**src/inc/tcm_pkg.sv**
```systemverilog
// Constants and types shared by the transmit clock mode logic
package tcm_pkg;
    // System clock period
    localparam int CLK_SYS_NS = 25;
    // Transmit clock low for this long means the clock has stopped low
    localparam int LOW_HOLD_NS = 1000;
    localparam int LOW_HOLD_CYC_I = (LOW_HOLD_NS + CLK_SYS_NS - 1) / CLK_SYS_NS;
    // Master clock without an edge for this long counts as static
    localparam int MSTATIC_NS = 2000;
    localparam int MSTATIC_CYC_I = (MSTATIC_NS + CLK_SYS_NS - 1) / CLK_SYS_NS;

    localparam int CNT_W = 8;
    localparam logic [CNT_W-1:0] LOW_HOLD_CYC = CNT_W'(LOW_HOLD_CYC_I);
    localparam logic [CNT_W-1:0] MSTATIC_CYC = CNT_W'(MSTATIC_CYC_I);
    // Master cycles with the transmit clock high before all ones
    localparam logic [CNT_W-1:0] ALL_ONES_MCYC = 8'h10;
    // Transmit clock cycles of format select high before single rail
    localparam logic [CNT_W-1:0] FORMAT_TCYC = 8'h10;
    localparam logic [CNT_W-1:0] CNT_ZERO = 8'h00;

    // Symbol buffer
    localparam int SYM_W = 2;
    localparam int FIFO_DEPTH = 16;

    // Symbol codes, positive rail in the upper bit
    localparam logic [SYM_W-1:0] SYM_SPACE = 2'h0;
    localparam logic [SYM_W-1:0] SYM_NEG = 2'h1;
    localparam logic [SYM_W-1:0] SYM_POS = 2'h2;
    localparam logic [SYM_W-1:0] SYM_ILLEGAL = 2'h3;

    // Input synchroniser layout
    localparam int IN_W = 7;
    localparam int IN_TX_LINE_CLOCK = 0;
    localparam int IN_MCLK = 1;
    localparam int IN_POS = 2;
    localparam int IN_NEG = 3;
    localparam int IN_FMT = 4;
    localparam int IN_HOST = 5;
    localparam int IN_HAO = 6;

    // Transmitter behaviour chosen from the clock inputs
    typedef enum logic [2:0]
    {
        TCM_RUN,
        TCM_TRISTATE,
        TCM_ALL_ONES,
        TCM_NO_SHAPE
    } tcm_mode_t;
endpackage

```
**src/inc/tcm_stream_if.sv**
```systemverilog
// Valid/ready symbol stream through the transmit buffer
`timescale 1ns/100ps
interface tcm_stream_if #(parameter int W = 2);
    logic         in_valid;
    logic         in_ready;
    logic [W-1:0] in_data;
    logic         out_valid;
    logic         out_ready;
    logic [W-1:0] out_data;

    // Buffer side
    modport fifo (input in_valid, input in_data, input out_ready,
                  output in_ready, output out_valid, output out_data);
    // Producer and consumer side
    modport user (output in_valid, output in_data, output out_ready,
                  input in_ready, input out_valid, input out_data);
endinterface

```
**src/hdl/tcm_sync.sv**
```systemverilog
// Two-stage synchroniser for a group of asynchronous inputs
`timescale 1ns/100ps
module tcm_sync #(parameter int W = 1)
(
    // Clock and reset
    input  wire logic         clk,
    input  wire logic         rst_n,
    // Asynchronous in, synchronised out
    input  wire logic [W-1:0] d,
    output logic      [W-1:0] q
);
    logic [W-1:0] meta_ff;
    logic [W-1:0] sync_ff;

    // One pair of flops per bit; first stage feeds only the second
    genvar i;
    generate
        for (i = 0; i < W; i++)
        begin : g_bit
            always_ff @(posedge clk or negedge rst_n)
            begin
                if (!rst_n)
                begin
                    meta_ff[i] <= 1'b0;
                    sync_ff[i] <= 1'b0;
                end
                else
                begin
                    meta_ff[i] <= d[i];
                    sync_ff[i] <= meta_ff[i];
                end
            end
        end
    endgenerate

    assign q = sync_ff;
endmodule

```
**src/hdl/tcm_fifo.sv**
```systemverilog
// Parameterised symbol FIFO with valid/ready on both sides
`timescale 1ns/100ps
module tcm_fifo #(parameter int WIDTH = 2, parameter int DEPTH = 16)
(
    // Clock and reset
    input  wire logic  clk,
    input  wire logic  rst_n,
    // Stream
    tcm_stream_if.fifo st
);
    localparam int AW = $clog2(DEPTH);

    logic [WIDTH-1:0] mem [DEPTH];
    logic [AW:0]      wr_ff;
    logic [AW:0]      rd_ff;
    logic [AW:0]      nxt_wr;
    logic [AW:0]      nxt_rd;
    logic             full;
    logic             empty;
    logic             push;
    logic             pop;

    // Extra pointer bit tells full from empty
    assign empty = (wr_ff == rd_ff);
    assign full = (wr_ff[AW] != rd_ff[AW]) && (wr_ff[AW-1:0] == rd_ff[AW-1:0]);
    assign push = st.in_valid && !full;
    assign pop = st.out_ready && !empty;
    assign st.in_ready = !full;
    assign st.out_valid = !empty;
    assign st.out_data = mem[rd_ff[AW-1:0]];

    // Pointer advance
    always_comb
    begin
        nxt_wr = push ? wr_ff + 1'b1 : wr_ff;
        nxt_rd = pop ? rd_ff + 1'b1 : rd_ff;
    end

    always_ff @(posedge clk or negedge rst_n)
    begin
        if (!rst_n)
        begin
            wr_ff <= '0;
            rd_ff <= '0;
        end
        else
        begin
            wr_ff <= nxt_wr;
            rd_ff <= nxt_rd;
        end
    end

    // Storage carries no reset; only written slots are ever read
    always_ff @(posedge clk)
    begin
        if (push)
        begin
            mem[wr_ff[AW-1:0]] <= st.in_data;
        end
    end
endmodule

```
**src/hdl/tcm_top.sv**
```systemverilog
// Transmit clock mode detection, rail sampling and line symbol output
// Summary of operation
// - Hardware mode, running clock: sample both rails (dual) or the positive rail (single) on each falling edge.
// - Transmit clock held low: drivers go to low-power high impedance.
// - Clock high over 16 toggling master cycles: send all ones.
// - Clock high with static master clock: switch pulse shaping off.
// - Host mode: all ones chosen by a control input, not clock.
// - All-ones pattern is paced by the master reference clock.
// - Dual rail: 00 space, 01 negative, 10 positive, 11 illegal space.
// - Format select high 16 transmit clocks gives single rail; low dual.
`timescale 1ns/100ps
module tcm_top
    import tcm_pkg::*;
(
    // System clock and reset
    input  wire logic CLK_SYS,
    input  wire logic RST_N,
    // Pins from the framer
    input  wire logic TX_LINE_CLOCK,
    input  wire logic TX_POSITIVE_RAIL,
    input  wire logic TX_NEGATIVE_RAIL,
    input  wire logic RAIL_FORMAT_SELECT,
    input  wire logic MASTER_REF_CLOCK,
    // Control mode
    input  wire logic HOST_MODE,
    input  wire logic HOST_TRANSMIT_ALL_ONES,
    // Line driver side
    output logic      LINE_POS,
    output logic      LINE_NEG,
    output logic      LINE_OE,
    // Status
    output logic      TRANSMIT_ALL_ONES,
    output logic      SHAPING_ON,
    output logic      SINGLE_RAIL,
    output logic      ILLEGAL_SEEN,
    output logic      FIFO_OVERRUN
);
    logic [IN_W-1:0]  in_s;
    logic             tx_line_clock_s;
    logic             mclk_s;
    logic             host_s;
    logic             tx_line_clock_d_ff;
    logic             mclk_d_ff;
    logic             tx_line_clock_fall;
    logic             tx_line_clock_rise;
    logic             mclk_rise;
    logic             mclk_edge;
    logic [CNT_W-1:0] low_cnt_ff;
    logic [CNT_W-1:0] nxt_low_cnt;
    logic [CNT_W-1:0] thigh_cnt_ff;
    logic [CNT_W-1:0] nxt_thigh_cnt;
    logic [CNT_W-1:0] mhigh_cnt_ff;
    logic [CNT_W-1:0] nxt_mhigh_cnt;
    logic [CNT_W-1:0] mstatic_cnt_ff;
    logic [CNT_W-1:0] nxt_mstatic_cnt;
    logic [CNT_W-1:0] fmt_cnt_ff;
    logic [CNT_W-1:0] nxt_fmt_cnt;
    logic             single_ff;
    logic             nxt_single;
    tcm_mode_t        mode;
    logic             all_ones;
    logic             pol_ff;
    logic             nxt_pol;
    logic             pos_ff;
    logic             nxt_pos;
    logic             neg_ff;
    logic             nxt_neg;
    logic             oe_ff;
    logic             ao_ff;
    logic             shape_ff;
    logic             ill_ff;
    logic             nxt_ill;
    logic             ovr_ff;

    tcm_stream_if #(.W(SYM_W)) st ();

    // Every pin input is synchronised before use
    tcm_sync #(.W(IN_W)) u_sync
    (
        .clk   (CLK_SYS),
        .rst_n (RST_N),
        .d     ({HOST_TRANSMIT_ALL_ONES, HOST_MODE, RAIL_FORMAT_SELECT,
                 TX_NEGATIVE_RAIL, TX_POSITIVE_RAIL, MASTER_REF_CLOCK,
                 TX_LINE_CLOCK}),
        .q     (in_s)
    );

    assign tx_line_clock_s = in_s[IN_TX_LINE_CLOCK];
    assign mclk_s = in_s[IN_MCLK];
    assign host_s = in_s[IN_HOST];
    assign tx_line_clock_fall = tx_line_clock_d_ff && !tx_line_clock_s;
    assign tx_line_clock_rise = !tx_line_clock_d_ff && tx_line_clock_s;
    assign mclk_rise = !mclk_d_ff && mclk_s;
    assign mclk_edge = mclk_d_ff != mclk_s;

    // Saturating increment keeps long holds from wrapping
    function automatic logic [CNT_W-1:0] sat_inc(input logic [CNT_W-1:0] v,
                                                 input logic [CNT_W-1:0] lim);
        sat_inc = (v >= lim) ? lim : v + 1'b1;
    endfunction

    // Clock activity counters
    always_comb
    begin
        nxt_low_cnt = tx_line_clock_s ? CNT_ZERO : sat_inc(low_cnt_ff, LOW_HOLD_CYC);
        nxt_thigh_cnt = tx_line_clock_s ? sat_inc(thigh_cnt_ff, MSTATIC_CYC) : CNT_ZERO;
        nxt_mstatic_cnt = mclk_edge ? CNT_ZERO
                          : sat_inc(mstatic_cnt_ff, MSTATIC_CYC);
        if (!tx_line_clock_s)
        begin
            nxt_mhigh_cnt = CNT_ZERO;
        end
        else if (mclk_rise)
        begin
            nxt_mhigh_cnt = sat_inc(mhigh_cnt_ff, ALL_ONES_MCYC + 1'b1);
        end
        else
        begin
            nxt_mhigh_cnt = mhigh_cnt_ff;
        end
    end

    // Format select is counted in transmit clock cycles
    always_comb
    begin
        nxt_fmt_cnt = fmt_cnt_ff;
        nxt_single = single_ff;
        if (!in_s[IN_FMT])
        begin
            nxt_fmt_cnt = CNT_ZERO;
            nxt_single = 1'b0;
        end
        else if (tx_line_clock_rise)
        begin
            nxt_fmt_cnt = sat_inc(fmt_cnt_ff, FORMAT_TCYC);
            if (nxt_fmt_cnt == FORMAT_TCYC)
            begin
                nxt_single = 1'b1;
            end
        end
    end

    always_ff @(posedge CLK_SYS or negedge RST_N)
    begin
        if (!RST_N)
        begin
            tx_line_clock_d_ff <= 1'b0;
            mclk_d_ff <= 1'b0;
            low_cnt_ff <= CNT_ZERO;
            thigh_cnt_ff <= CNT_ZERO;
            mhigh_cnt_ff <= CNT_ZERO;
            mstatic_cnt_ff <= CNT_ZERO;
            fmt_cnt_ff <= CNT_ZERO;
            single_ff <= 1'b0;
        end
        else
        begin
            tx_line_clock_d_ff <= tx_line_clock_s;
            mclk_d_ff <= mclk_s;
            low_cnt_ff <= nxt_low_cnt;
            thigh_cnt_ff <= nxt_thigh_cnt;
            mhigh_cnt_ff <= nxt_mhigh_cnt;
            mstatic_cnt_ff <= nxt_mstatic_cnt;
            fmt_cnt_ff <= nxt_fmt_cnt;
            single_ff <= nxt_single;
        end
    end

    // Clock-state decisions apply only under hardware control
    always_comb
    begin
        if (host_s)
        begin
            mode = TCM_RUN;
        end
        else if (low_cnt_ff == LOW_HOLD_CYC)
        begin
            mode = TCM_TRISTATE;
        end
        else if (mhigh_cnt_ff > ALL_ONES_MCYC)
        begin
            mode = TCM_ALL_ONES;
        end
        else if (thigh_cnt_ff == MSTATIC_CYC && mstatic_cnt_ff == MSTATIC_CYC)
        begin
            mode = TCM_NO_SHAPE;
        end
        else
        begin
            mode = TCM_RUN;
        end
        all_ones = host_s ? in_s[IN_HAO] : (mode == TCM_ALL_ONES);
    end

    // Rails captured on the falling transmit edge; the pins cannot be
    // stalled, so a full buffer drops the symbol and flags an overrun
    assign st.in_valid = tx_line_clock_fall;
    assign st.in_data = single_ff ? (in_s[IN_POS] ? SYM_POS : SYM_SPACE)
                        : {in_s[IN_POS], in_s[IN_NEG]};
    assign st.out_ready = mclk_rise && !all_ones;

    tcm_fifo #(.WIDTH(SYM_W), .DEPTH(FIFO_DEPTH)) u_fifo
    (
        .clk   (CLK_SYS),
        .rst_n (RST_N),
        .st    (st.fifo)
    );

    // Line symbols leave at the master clock rate
    always_comb
    begin
        nxt_pos = pos_ff;
        nxt_neg = neg_ff;
        nxt_pol = pol_ff;
        nxt_ill = 1'b0;
        if (mode == TCM_TRISTATE)
        begin
            nxt_pos = 1'b0;
            nxt_neg = 1'b0;
        end
        else if (mclk_rise && all_ones)
        begin
            nxt_pos = pol_ff;
            nxt_neg = !pol_ff;
            nxt_pol = !pol_ff;
        end
        else if (mclk_rise)
        begin
            nxt_pos = 1'b0;
            nxt_neg = 1'b0;
            if (st.out_valid)
            begin
                case (st.out_data)
                    SYM_NEG:
                    begin
                        nxt_neg = 1'b1;
                    end
                    SYM_POS:
                    begin
                        // Single rail marks alternate polarity
                        nxt_pos = single_ff ? pol_ff : 1'b1;
                        nxt_neg = single_ff ? !pol_ff : 1'b0;
                        nxt_pol = single_ff ? !pol_ff : pol_ff;
                    end
                    SYM_ILLEGAL:
                    begin
                        nxt_ill = 1'b1;
                    end
                    default:
                    begin
                        nxt_pos = 1'b0;
                    end
                endcase
            end
        end
    end

    always_ff @(posedge CLK_SYS or negedge RST_N)
    begin
        if (!RST_N)
        begin
            pos_ff <= 1'b0;
            neg_ff <= 1'b0;
            pol_ff <= 1'b1;
            oe_ff <= 1'b0;
            ao_ff <= 1'b0;
            shape_ff <= 1'b1;
            ill_ff <= 1'b0;
            ovr_ff <= 1'b0;
        end
        else
        begin
            pos_ff <= nxt_pos;
            neg_ff <= nxt_neg;
            pol_ff <= nxt_pol;
            oe_ff <= (mode != TCM_TRISTATE);
            ao_ff <= all_ones;
            shape_ff <= (mode != TCM_NO_SHAPE);
            ill_ff <= nxt_ill;
            ovr_ff <= tx_line_clock_fall && !st.in_ready;
        end
    end

    assign LINE_POS = pos_ff;
    assign LINE_NEG = neg_ff;
    assign LINE_OE = oe_ff;
    assign TRANSMIT_ALL_ONES = ao_ff;
    assign SHAPING_ON = shape_ff;
    assign SINGLE_RAIL = single_ff;
    assign ILLEGAL_SEEN = ill_ff;
    assign FIFO_OVERRUN = ovr_ff;

    // Checks next to the logic
    a_rail_capture: assert property (@(posedge CLK_SYS) disable iff (!RST_N)
        tx_line_clock_fall && st.in_ready && !single_ff
        |=> u_fifo.wr_ff == $past(u_fifo.wr_ff) + 1'b1)
        else $error("falling edge did not store a symbol");
    a_low_tristate: assert property (@(posedge CLK_SYS) disable iff (!RST_N)
        !host_s && low_cnt_ff == LOW_HOLD_CYC |=> !LINE_OE ##0 !LINE_POS)
        else $error("drivers not released with clock held low");
    a_all_ones_enter: assert property (@(posedge CLK_SYS) disable iff (!RST_N)
        !host_s && low_cnt_ff != LOW_HOLD_CYC && mhigh_cnt_ff > ALL_ONES_MCYC
        |=> TRANSMIT_ALL_ONES)
        else $error("all ones not entered after master cycles");
    a_no_all_ones_early: assert property (@(posedge CLK_SYS) disable iff (!RST_N)
        !host_s && mhigh_cnt_ff <= ALL_ONES_MCYC |=> !TRANSMIT_ALL_ONES)
        else $error("all ones entered too early");
    a_shaping_off: assert property (@(posedge CLK_SYS) disable iff (!RST_N)
        mode == TCM_NO_SHAPE |=> !SHAPING_ON)
        else $error("shaping kept on with static master clock");
    a_host_all_ones: assert property (@(posedge CLK_SYS) disable iff (!RST_N)
        host_s |=> TRANSMIT_ALL_ONES == $past(in_s[IN_HAO]) ##0 LINE_OE)
        else $error("host all-ones selection not followed");
    a_ao_pacing: assert property (@(posedge CLK_SYS) disable iff (!RST_N)
        all_ones && !mclk_rise && mode != TCM_TRISTATE |=> $stable(LINE_POS))
        else $error("all-ones output moved without master edge");
    a_illegal_space: assert property (@(posedge CLK_SYS) disable iff (!RST_N)
        mclk_rise && !all_ones && mode != TCM_TRISTATE && st.out_valid
        && st.out_data == SYM_ILLEGAL |=> !LINE_POS && !LINE_NEG && ILLEGAL_SEEN)
        else $error("illegal symbol not sent as space");
    a_dual_on_low: assert property (@(posedge CLK_SYS) disable iff (!RST_N)
        !in_s[IN_FMT] |=> !SINGLE_RAIL)
        else $error("single rail kept with select low");
    a_single_after: assert property (@(posedge CLK_SYS) disable iff (!RST_N)
        $rose(SINGLE_RAIL) |-> fmt_cnt_ff == FORMAT_TCYC)
        else $error("single rail taken before 16 clocks");
    a_count_clear: assert property (@(posedge CLK_SYS) disable iff (!RST_N)
        !tx_line_clock_s |=> mhigh_cnt_ff == CNT_ZERO)
        else $error("master cycle count not cleared");
endmodule

```
**config.mk**
```make
export PLATFORM = sky130hd
export DESIGN_NAME = tcm_top
export DESIGN_NICKNAME = d
export VERILOG_FILES = /design/src/inc/tcm_pkg.sv /design/src/inc/tcm_stream_if.sv /design/src/hdl/tcm_sync.sv /design/src/hdl/tcm_fifo.sv /design/src/hdl/tcm_top.sv
export SDC_FILE = /design/constraint.sdc
export NUM_CORES = 1
export LEC_CHECK = 0
export BUFFER_PORTS_ARGS = -buffer_cell sky130_fd_sc_hd__clkbuf_2
export CELL_PAD_IN_SITES_DETAIL_PLACEMENT = 0
export CELL_PAD_IN_SITES_GLOBAL_PLACEMENT = 2
export CORE_MARGIN = 2
export CORE_UTILIZATION = 46
export DETAILED_ROUTE_END_ITERATION = 10
export PLACE_DENSITY_LB_ADDON = 0.12
export SLEW_MARGIN = 20
export SYNTH_ARGS = -nofsm -noshare
export SYNTH_HDL_FRONTEND = slang
export SYNTH_SLANG_ARGS = --single-unit
```
**constraint.sdc**
```tcl
create_clock -name CLK_SYS -period 3.6 [get_ports CLK_SYS]
set_clock_uncertainty 0.1 [all_clocks]
set_input_delay 0 -clock CLK_SYS [delete_from_list [all_inputs] [get_ports CLK_SYS]]
set_output_delay 0 -clock CLK_SYS [all_outputs]
set_load 0.05 [all_outputs]
```
==> key figures, run 1 <==
Outcome
  – Outcome: finished clean

Critical path
  – Levels on crit path: 7
  – Startpoint Class: flop
  – Crit path required time: 3.82 ns
  – Setup CP Type: reg2reg
  – Reg2Reg Setup Slack: 0.80 ns
  – Slowest cell delay on critical path: 0.74 ns
  – Max FO, Critical Path: 12
  – Most frequent CP cell: mux4_2
  – R2R depth: 7
  – Crit-path cells: mux4_2, mux4_2, ha_1, nand2_1, a21oi_1, o311a_1, xnor2_1
  – CP Data Arrival Time: 3.02 ns
  – RR Endpoint: pol_ff
  – Reg-to-Reg Start: u_fifo.rd_ff[0]
  – Slowest CP cell: dfrtp_1
  – Bufs and invs on worst path: 0
  – Crit path capture: pol_ff
  – Critical path launch point: u_fifo.rd_ff[0]
  – Worst path top cell family by delay: multiplexers
  – Critical path endpoint category: flop

Floorplan
  – Starting Density: 47.74%
  – Die Y: 105.0 um
  – Die area: 11,020 um^2
  – Core footprint: 9819 um^2
  – Site Rows: 36
  – Die Wd: 105.0 um
  – Number of I/O pins: 17

Power
  – Power share of the combinational group: 22.0%
  – Pint: 0.002089 W
  – Reg power frac: 50.7%
  – Switch Pwr: 0.0009844 W
  – Clock network power share: 27.3%
  – Switching part of the total: 32.03%
  – Peak VDD IR: 0.2989 mV
  – LEAKAGE: 2.161 nW
  – PwrDens: 588.0 nW/um^2

Detailed routing
  – Avg WL per Cell: 15.62 um
  – Via Count: 2,834
  – Final WL: 8467 um
  – Vias per inst: 5.229
  – Initial DRT Pass Iterations: 5
  – Drt first-iter violations: 110
  – Final ANT Viol Nets: 0
  – Drc violations: 0

Timing
  – Worst slew margin: 36.90%
  – Final Max Slew Viols: 0
  – Final hold viol count: 0
  – Setup ws final: 0.7974 ns
  – Fin crit share: 77.85%
  – Min cycle time layout: 2.803 ns
  – RSZ-0062 raised after global routing: false
  – # setup viols final: 0
  – Fmax: 356.8 MHz
  – Setup_tns: 0 ns
  – Worst-margin pin slew: 0.9464 ns

Global routing
  – Vias in the first global route: 2,858
  – Antenna violations before repair: 0
  – Largest net degree at the start of global routing: 76
  – Grt total ovfl: 0
  – Aggregate global-route resource usage: 17.21%
  – First-pass GRT wire length: 14,680 um

Clock tree
  – Clk root buf: clkbuf_8
  – H-tree depth: 3
  – TritonCTS buffer count: 9
  – Clock tree buffer depth: 2
  – Post-cts resize count: 0
  – Clock transition at path regs: 0.10 ns
  – Skew-Pair Late Insertion Delay: 0.38 ns
  – CTS tree: yes
  – Hold Buf Count CTS: 8
  – Sink Count: 107
  – Setup Buffers After CTS: 0

Place
  – Post-detail-place hpwl: 5825 um
  – Routability Congestion: 0.7565
  – Worst slack, placed: 0.7941 ns
  – PortBufs: 16

Synth
  – Most common cell in the netlist: dfrtp_1
  – Most instantiated cells after synthesis: dfrtp_1 (73), nor2_1 (38), edfxtp_1 (32)
  – Largest area contributor in the netlist: dfrtp_1
  – Post-synthesis sequential area ratio: 60.58%
  – Synth Instances: 372
  – Post-Syn Area: 4688 um^2
  – Netlist cell types: 49
  – Yosys warns: 0
  – Count of flip-flops with a built-in enable after synthesis: 32
  – Top FF cell, synth: dfrtp_1
  – Share of Yosys cell area claimed by the top area cell type: 38.96%
  – Fraction of registers with async set/reset: 70.09%
  – Top cells by area, synth: dfrtp_1 (39%), edfxtp_1 (20%), ha_1 (5.9%)
  – Avg Inst Size Synth: 12.60 um^2
  – Number of synthesized register bits: 107

Layout
  – N_diodes: 0
  – Fillcell total: 904
  – Area grow syn2layout: 11.48%
  – Share of cells above drive strength 1: 13.20%
  – NumNets Final: 435

Hold path
  – Worst min path class: in2reg

Run
  – Max Cap Viol: 0
worst reg2reg max path: stages, from the launching register on:
cell and delay [ns]:
dfrtp_1 0.74, mux4_2 0.58, mux4_2 0.53, ha_1 0.23, nand2_1 0.07, a21oi_1 0.04
o311a_1 0.31, xnor2_1 0.13
worst min-delay path by stage:
stage / from / endpoint / slack (ns) / cells past startpoint
2_1_floorplan: RST_N / FIFO_OVERRUN / -0.40 / 0
3_3_place_gp: TX_POSITIVE_RAIL / u_sync.meta_ff[2] / 0.008 / 1
3_5_place_dp: TX_POSITIVE_RAIL / u_sync.meta_ff[2] / 0.01 / 1
4_1_cts: TX_LINE_CLOCK / u_sync.meta_ff[0] / 0.13 / 2
5_1_grt: TX_LINE_CLOCK / u_sync.meta_ff[0] / 0.15 / 2
6_report: TX_POSITIVE_RAIL / u_sync.meta_ff[2] / 0.16 / 2
metal layers:
metal  up-vias  GRT usage (%)  wire length [um]
met5         -              0                 0
met3        14          4.055               243
li1       1369              -                 -
met4         0          6.286               129
met1      1417          25.16              4201
met2        34          25.09              3893
kinds of logic after synthesis:
| family | Yosys count | share of synthesized area, % |
|---|---|---|
| adders and majority gates | 22 | 5.871 |
| DFF | 107 | 60.58 |
| AOI/OAI and AO/OA | 42 | 5.898 |
| xor gates and xnor gates | 24 | 4.484 |
| other | 1 | 0.07999 |
| and+or+nand+nor | 132 | 14.92 |
| buffers and inverters | 32 | 2.909 |
| muxes | 12 | 5.258 |
registers in the layout, summed over array words and instances (netlist names):
register,flops
u_fifo.mem,32
fmt_cnt_ff,8
low_cnt_ff,8
mhigh_cnt_ff,8
mstatic_cnt_ff,8
thigh_cnt_ff,8
u_sync.meta_ff,7
u_sync.q,7
u_fifo.rd_ff,5
u_fifo.wr_ff,5
FIFO_OVERRUN,1
ILLEGAL_SEEN,1
LINE_NEG,1
LINE_OE,1
LINE_POS,1
SHAPING_ON,1
SINGLE_RAIL,1
TRANSMIT_ALL_ONES,1
mclk_d_ff,1
pol_ff,1
tx_line_clock_d_ff,1
cell usage in the layout, fill, tap and decap left out, types with 3 or more instances in the layout:
cell type / synthesis / layout
a21boi_0: 3 / 3
a21oi_1: 11 / 11
a31oi_1: 5 / 5
and3_1: 8 / 8
and4_1: 3 / 3
clkbuf_2: 0 / 15
clkbuf_8: 0 / 9
conb_1: 1 / 4
dfrtp_1: 73 / 73
dlygate4sd3_1: 0 / 8
edfxtp_1: 32 / 32
ha_1: 22 / 22
inv_1: 22 / 22
mux4_2: 10 / 10
nand2_1: 24 / 24
nand2b_1: 4 / 4
nand3_1: 16 / 16
nand3b_1: 3 / 3
nand4_1: 5 / 5
nor2_1: 38 / 38
nor2b_1: 7 / 6
nor3_1: 8 / 8
nor3b_1: 5 / 5
o21a_1: 5 / 5
o21ai_0: 9 / 9
xnor2_1: 15 / 15
xor2_1: 9 / 9
layout make-up:
cell class	instances	area (um^2)	share of cell area (%)
Sequential cell	107	2840	54.35
Multi-Input combinational cell	236	1725	33.01
Timing Repair Buffer	25	170.2	3.256
Tap cell	133	166.4	3.184
Clock buffer	9	123.9	2.370
Clock inverter	7	106.4	2.035
Inverter	25	93.84	1.796
power groups by stage:
stage	logic, W	registers, W	clock network [W]
2_1_floorplan	0.000596	0.00152	0
3_3_place_gp	0.000662	0.00158	0
3_5_place_dp	0.000676	0.00159	0
4_1_cts	0.000686	0.00156	0.000862
5_1_grt	0.000774	0.00159	0.000916
6_report	0.000677	0.00156	0.000839
stage by stage:
step	std cells	cell area (um^2)	total power (W)	hold WS, ns	util, %
3_5_place_dp	518	4913	0.002262	0.009638	50.04
5_1_grt	542	5226	0.003276	0.1473	53.22
3_3_place_gp	518	4913	0.002244	0.008306	50.04
6_report	542	5226	0.003073	0.1598	53.22
2_1_floorplan	375	4700	0.002116	-0.3956	-
4_1_cts	542	5224	0.003108	0.1278	53.20
Note: power is estimated with default switching activity, not from simulation.
==> run 2, diff against run 1 <==
--- a/config.mk
+++ b/config.mk
@@ -5,11 +5,12 @@
 export SDC_FILE = /design/constraint.sdc
 export NUM_CORES = 1
 export LEC_CHECK = 0
+export ABC_AREA = 1
 export BUFFER_PORTS_ARGS = -buffer_cell sky130_fd_sc_hd__clkbuf_2
 export CELL_PAD_IN_SITES_DETAIL_PLACEMENT = 0
 export CELL_PAD_IN_SITES_GLOBAL_PLACEMENT = 2
 export CORE_MARGIN = 2
-export CORE_UTILIZATION = 46
+export CORE_UTILIZATION = 36
 export DETAILED_ROUTE_END_ITERATION = 10
 export PLACE_DENSITY_LB_ADDON = 0.12
 export SLEW_MARGIN = 20
==> constraint.sdc (replaced) <==
create_clock -name CLK_SYS -period 2.5 [get_ports CLK_SYS]
set_clock_uncertainty 0.1 [all_clocks]
set_input_delay 0 -clock CLK_SYS [delete_from_list [all_inputs] [get_ports CLK_SYS]]
set_output_delay 0 -clock CLK_SYS [all_outputs]
set_load 0.05 [all_outputs]
==> key figures, run 2 <==
Clock tree
  – Setup Buffers After CTS: 0
  – Sink Count: 107
  – Clock transition at path regs: 0.07 ns
  – TritonCTS buffer count: 9
  – Skew-Pair Late Insertion Delay: 0.36 ns
  – H-tree depth: 3
  – Clk root buf: clkbuf_16
  – CTS tree: yes
  – Clock tree buffer depth: 2

Floorplan
  – Number of I/O pins: 17
  – Die Y: 120.1 um
  – Site Rows: 42
  – Starting Density: 36.81%
  – Core footprint: 13,190 um^2
  – Die area: 14,430 um^2
  – Die Wd: 120.1 um

Synth
  – Largest area contributor in the netlist: dfrtp_1
  – Fraction of registers with async set/reset: 70.09%
  – Count of flip-flops with a built-in enable after synthesis: 32
  – Most common cell in the netlist: nor2_1
  – Number of synthesized register bits: 107
  – Top FF cell, synth: dfrtp_1
  – Avg Inst Size Synth: 9.907 um^2
  – Share of Yosys cell area claimed by the top area cell type: 37.63%
  – Most instantiated cells after synthesis: nor2_1 (87), dfrtp_1 (73), nand2_1 (73)
  – Post-synthesis sequential area ratio: 58.51%
  – Yosys warns: 0
  – Netlist cell types: 39
  – Top cells by area, synth: dfrtp_1 (38%), edfxtp_1 (20%), nor2_1 (6.7%)
  – Post-Syn Area: 4855 um^2
  – Synth Instances: 490

Place
  – Worst slack, placed: 0.2815 ns
  – Post-detail-place hpwl: 6649 um
  – Routability Congestion: 0.7645
  – PortBufs: 16

Layout
  – N_diodes: 0
  – Fillcell total: 1,310
  – Area grow syn2layout: 14.07%
  – Commonest non-fill, non-tap cell in the layout: nor2_1
  – Share of cells above drive strength 1: 11.15%
  – NumNets Final: 555
  – Max reg flops: 32
  – Most frequent cells in the layout: nor2_1 (87), dfrtp_1 (73), nand2_1 (73)

Power
  – Switching part of the total: 33.23%
  – Power share of the combinational group: 25.4%
  – LEAKAGE: 2.468 nW
  – Clock network power share: 29.8%
  – Reg power frac: 44.8%
  – PwrDens: 859.9 nW/um^2
  – Switch Pwr: 0.001583 W
  – Pint: 0.003180 W
  – Peak VDD IR: 0.4264 mV

Global routing
  – First-pass GRT wire length: 16,060 um
  – Grt total ovfl: 0
  – Antenna violations before repair: 0
  – Aggregate global-route resource usage: 14.58%
  – Vias in the first global route: 3,194
  – Largest net degree at the start of global routing: 76

Timing
  – Worst-margin pin slew: 0.7274 ns
  – Setup ws final: 0.2783 ns
  – RSZ-0062 raised after global routing: false
  – Fin crit share: 88.87%
  – Min cycle time layout: 2.222 ns
  – Final hold viol count: 0
  – # setup viols final: 0
  – Worst slew margin: 51.51%
  – Fmax: 450.1 MHz
  – Setup_tns: 0 ns
  – Min Hold Slack: 0.1197 ns
  – Final Max Slew Viols: 0

Critical path
  – RR Endpoint: LINE_NEG
  – R2R depth: 12
  – Max FO, Critical Path: 12
  – Crit path required time: 2.64 ns
  – Reg-to-Reg Start: u_fifo.rd_ff[1]
  – Critical path endpoint category: flop
  – Crit path capture: LINE_NEG
  – Setup CP Type: reg2reg
  – Crit-path cells: inv_2, nor2_1, o21ai_0, o21ai_0, o211ai_1, nand3_1, ha_1, a31o_2, nand3b_1, nand2_1, nand3_1, nand2_1
  – Slowest CP cell: dfrtp_1
  – Reg2Reg Setup Slack: 0.28 ns
  – Startpoint Class: flop
  – Slowest cell delay on critical path: 0.52 ns
  – CP Data Arrival Time: 2.36 ns
  – Critical path launch point: u_fifo.rd_ff[1]

Detailed routing
  – Final WL: 9436 um
  – Vias per inst: 4.609
  – Initial DRT Pass Iterations: 5
  – Final ANT Viol Nets: 0
  – Drt first-iter violations: 230
  – Avg WL per Cell: 13.38 um
  – Via Count: 3,249
  – Drc violations: 0

Outcome
  – Outcome: finished clean

Hold path
  – Worst min path class: in2async

Run
  – Max Cap Viol: 0
## run 2: changes by cell type after synthesis, sizes merged, moves of 9 or more
cell,before,now
o22ai,0,12
and3,9,0
xnor2,15,6
o21ai,9,24
nand2,24,78
nor2,38,91
mux4,10,0
nand3,17,32
inv,24,61
## run 2: area by class of cell
type / instances / area [um^2] / area share (%)
multi-input combinational: 318 / 1755 / 31.70
clock buffer: 14 / 285.3 / 5.151
sequential: 107 / 2840 / 51.29
clock inverter: 2 / 16.27 / 0.2937
timing repair buffer: 27 / 188.9 / 3.412
tap: 176 / 220.2 / 3.976
inverter: 61 / 231.5 / 4.180
## run 2: cells by family (layout without fill, tap and decap cells)
logic type,Yosys count,count (layout),share of synthesized area [%]
compound gates,52,52,6.314
xor+xnor,18,18,3.247
fa+ha+maj,22,22,5.670
buf+inv,68,104,5.567
flops,107,107,58.51
other cells,1,4,0.07725
simple gates,222,222,20.62
## run 2: timing repair
action / 4_1_cts / 5_1_grt
setup endpoints to repair: 0 / 0
endpoints found under the hold margin: 80 / 0
hold buffers: 8 / 0
gates resized for setup: 0 / 0
## run 2: worst min-delay path by stage
stage / from / end / slack (ns) / cells after the start
global placement: RAIL_FORMAT_SELECT / u_sync.meta_ff[4] / 0.008 / 1
floorplan: RST_N / FIFO_OVERRUN / -0.40 / 0
detailed placement: TX_LINE_CLOCK / u_sync.meta_ff[0] / 0.01 / 1
finish: RST_N / u_fifo.rd_ff[0] / 0.12 / 2
global route: TX_POSITIVE_RAIL / u_sync.meta_ff[2] / 0.17 / 2
CTS: HOST_TRANSMIT_ALL_ONES / u_sync.meta_ff[6] / 0.17 / 2
## run 2: critical path: cells and delay by family, from the launching register on
| family | cells | cell delay, ns |
|---|---|---|
| compound gates | 4 | 0.61 |
| fa+ha+maj | 1 | 0.24 |
| buf+inv | 1 | 0.20 |
| flops | 1 | 0.52 |
| simple gates | 6 | 0.45 |
## run 2: power by group through the flow
stage                     Clock [W]  Sequential [W]  Combinational (W)
after global routing        0.00154         0.00216            0.00140
after detailed placement          0         0.00217            0.00122
final                       0.00142         0.00213            0.00121
after floorplan                   0         0.00215           0.000927
after global placement            0         0.00217            0.00120
after CTS                   0.00147         0.00213            0.00124
## run 2: through the flow
step           instances  area, um^2  util (%)  power, W
2_1_floorplan        493        4866         -  0.003078
3_3_place_gp         681        5152     39.06  0.003372
3_5_place_dp         681        5152     39.06  0.003388
4_1_cts              705        5534     41.96  0.004843
5_1_grt              705        5538     41.98  0.005098
6_report             705        5538     41.98  0.004762
## run 2: routing by layer
| layer | GRT usage, % | vias to the layer above | share of wire [%] | wire [um] |
|---|---|---|---|---|
| met5 | 0 | - | 0 | 0 |
| met4 | 5.735 | 0 | 1.6 | 153 |
| met3 | 3.707 | 9 | 2.7 | 255 |
| met2 | 22.02 | 29 | 46 | 4304 |
| met1 | 20.12 | 1551 | 50 | 4722 |
| li1 | - | 1660 | - | - |
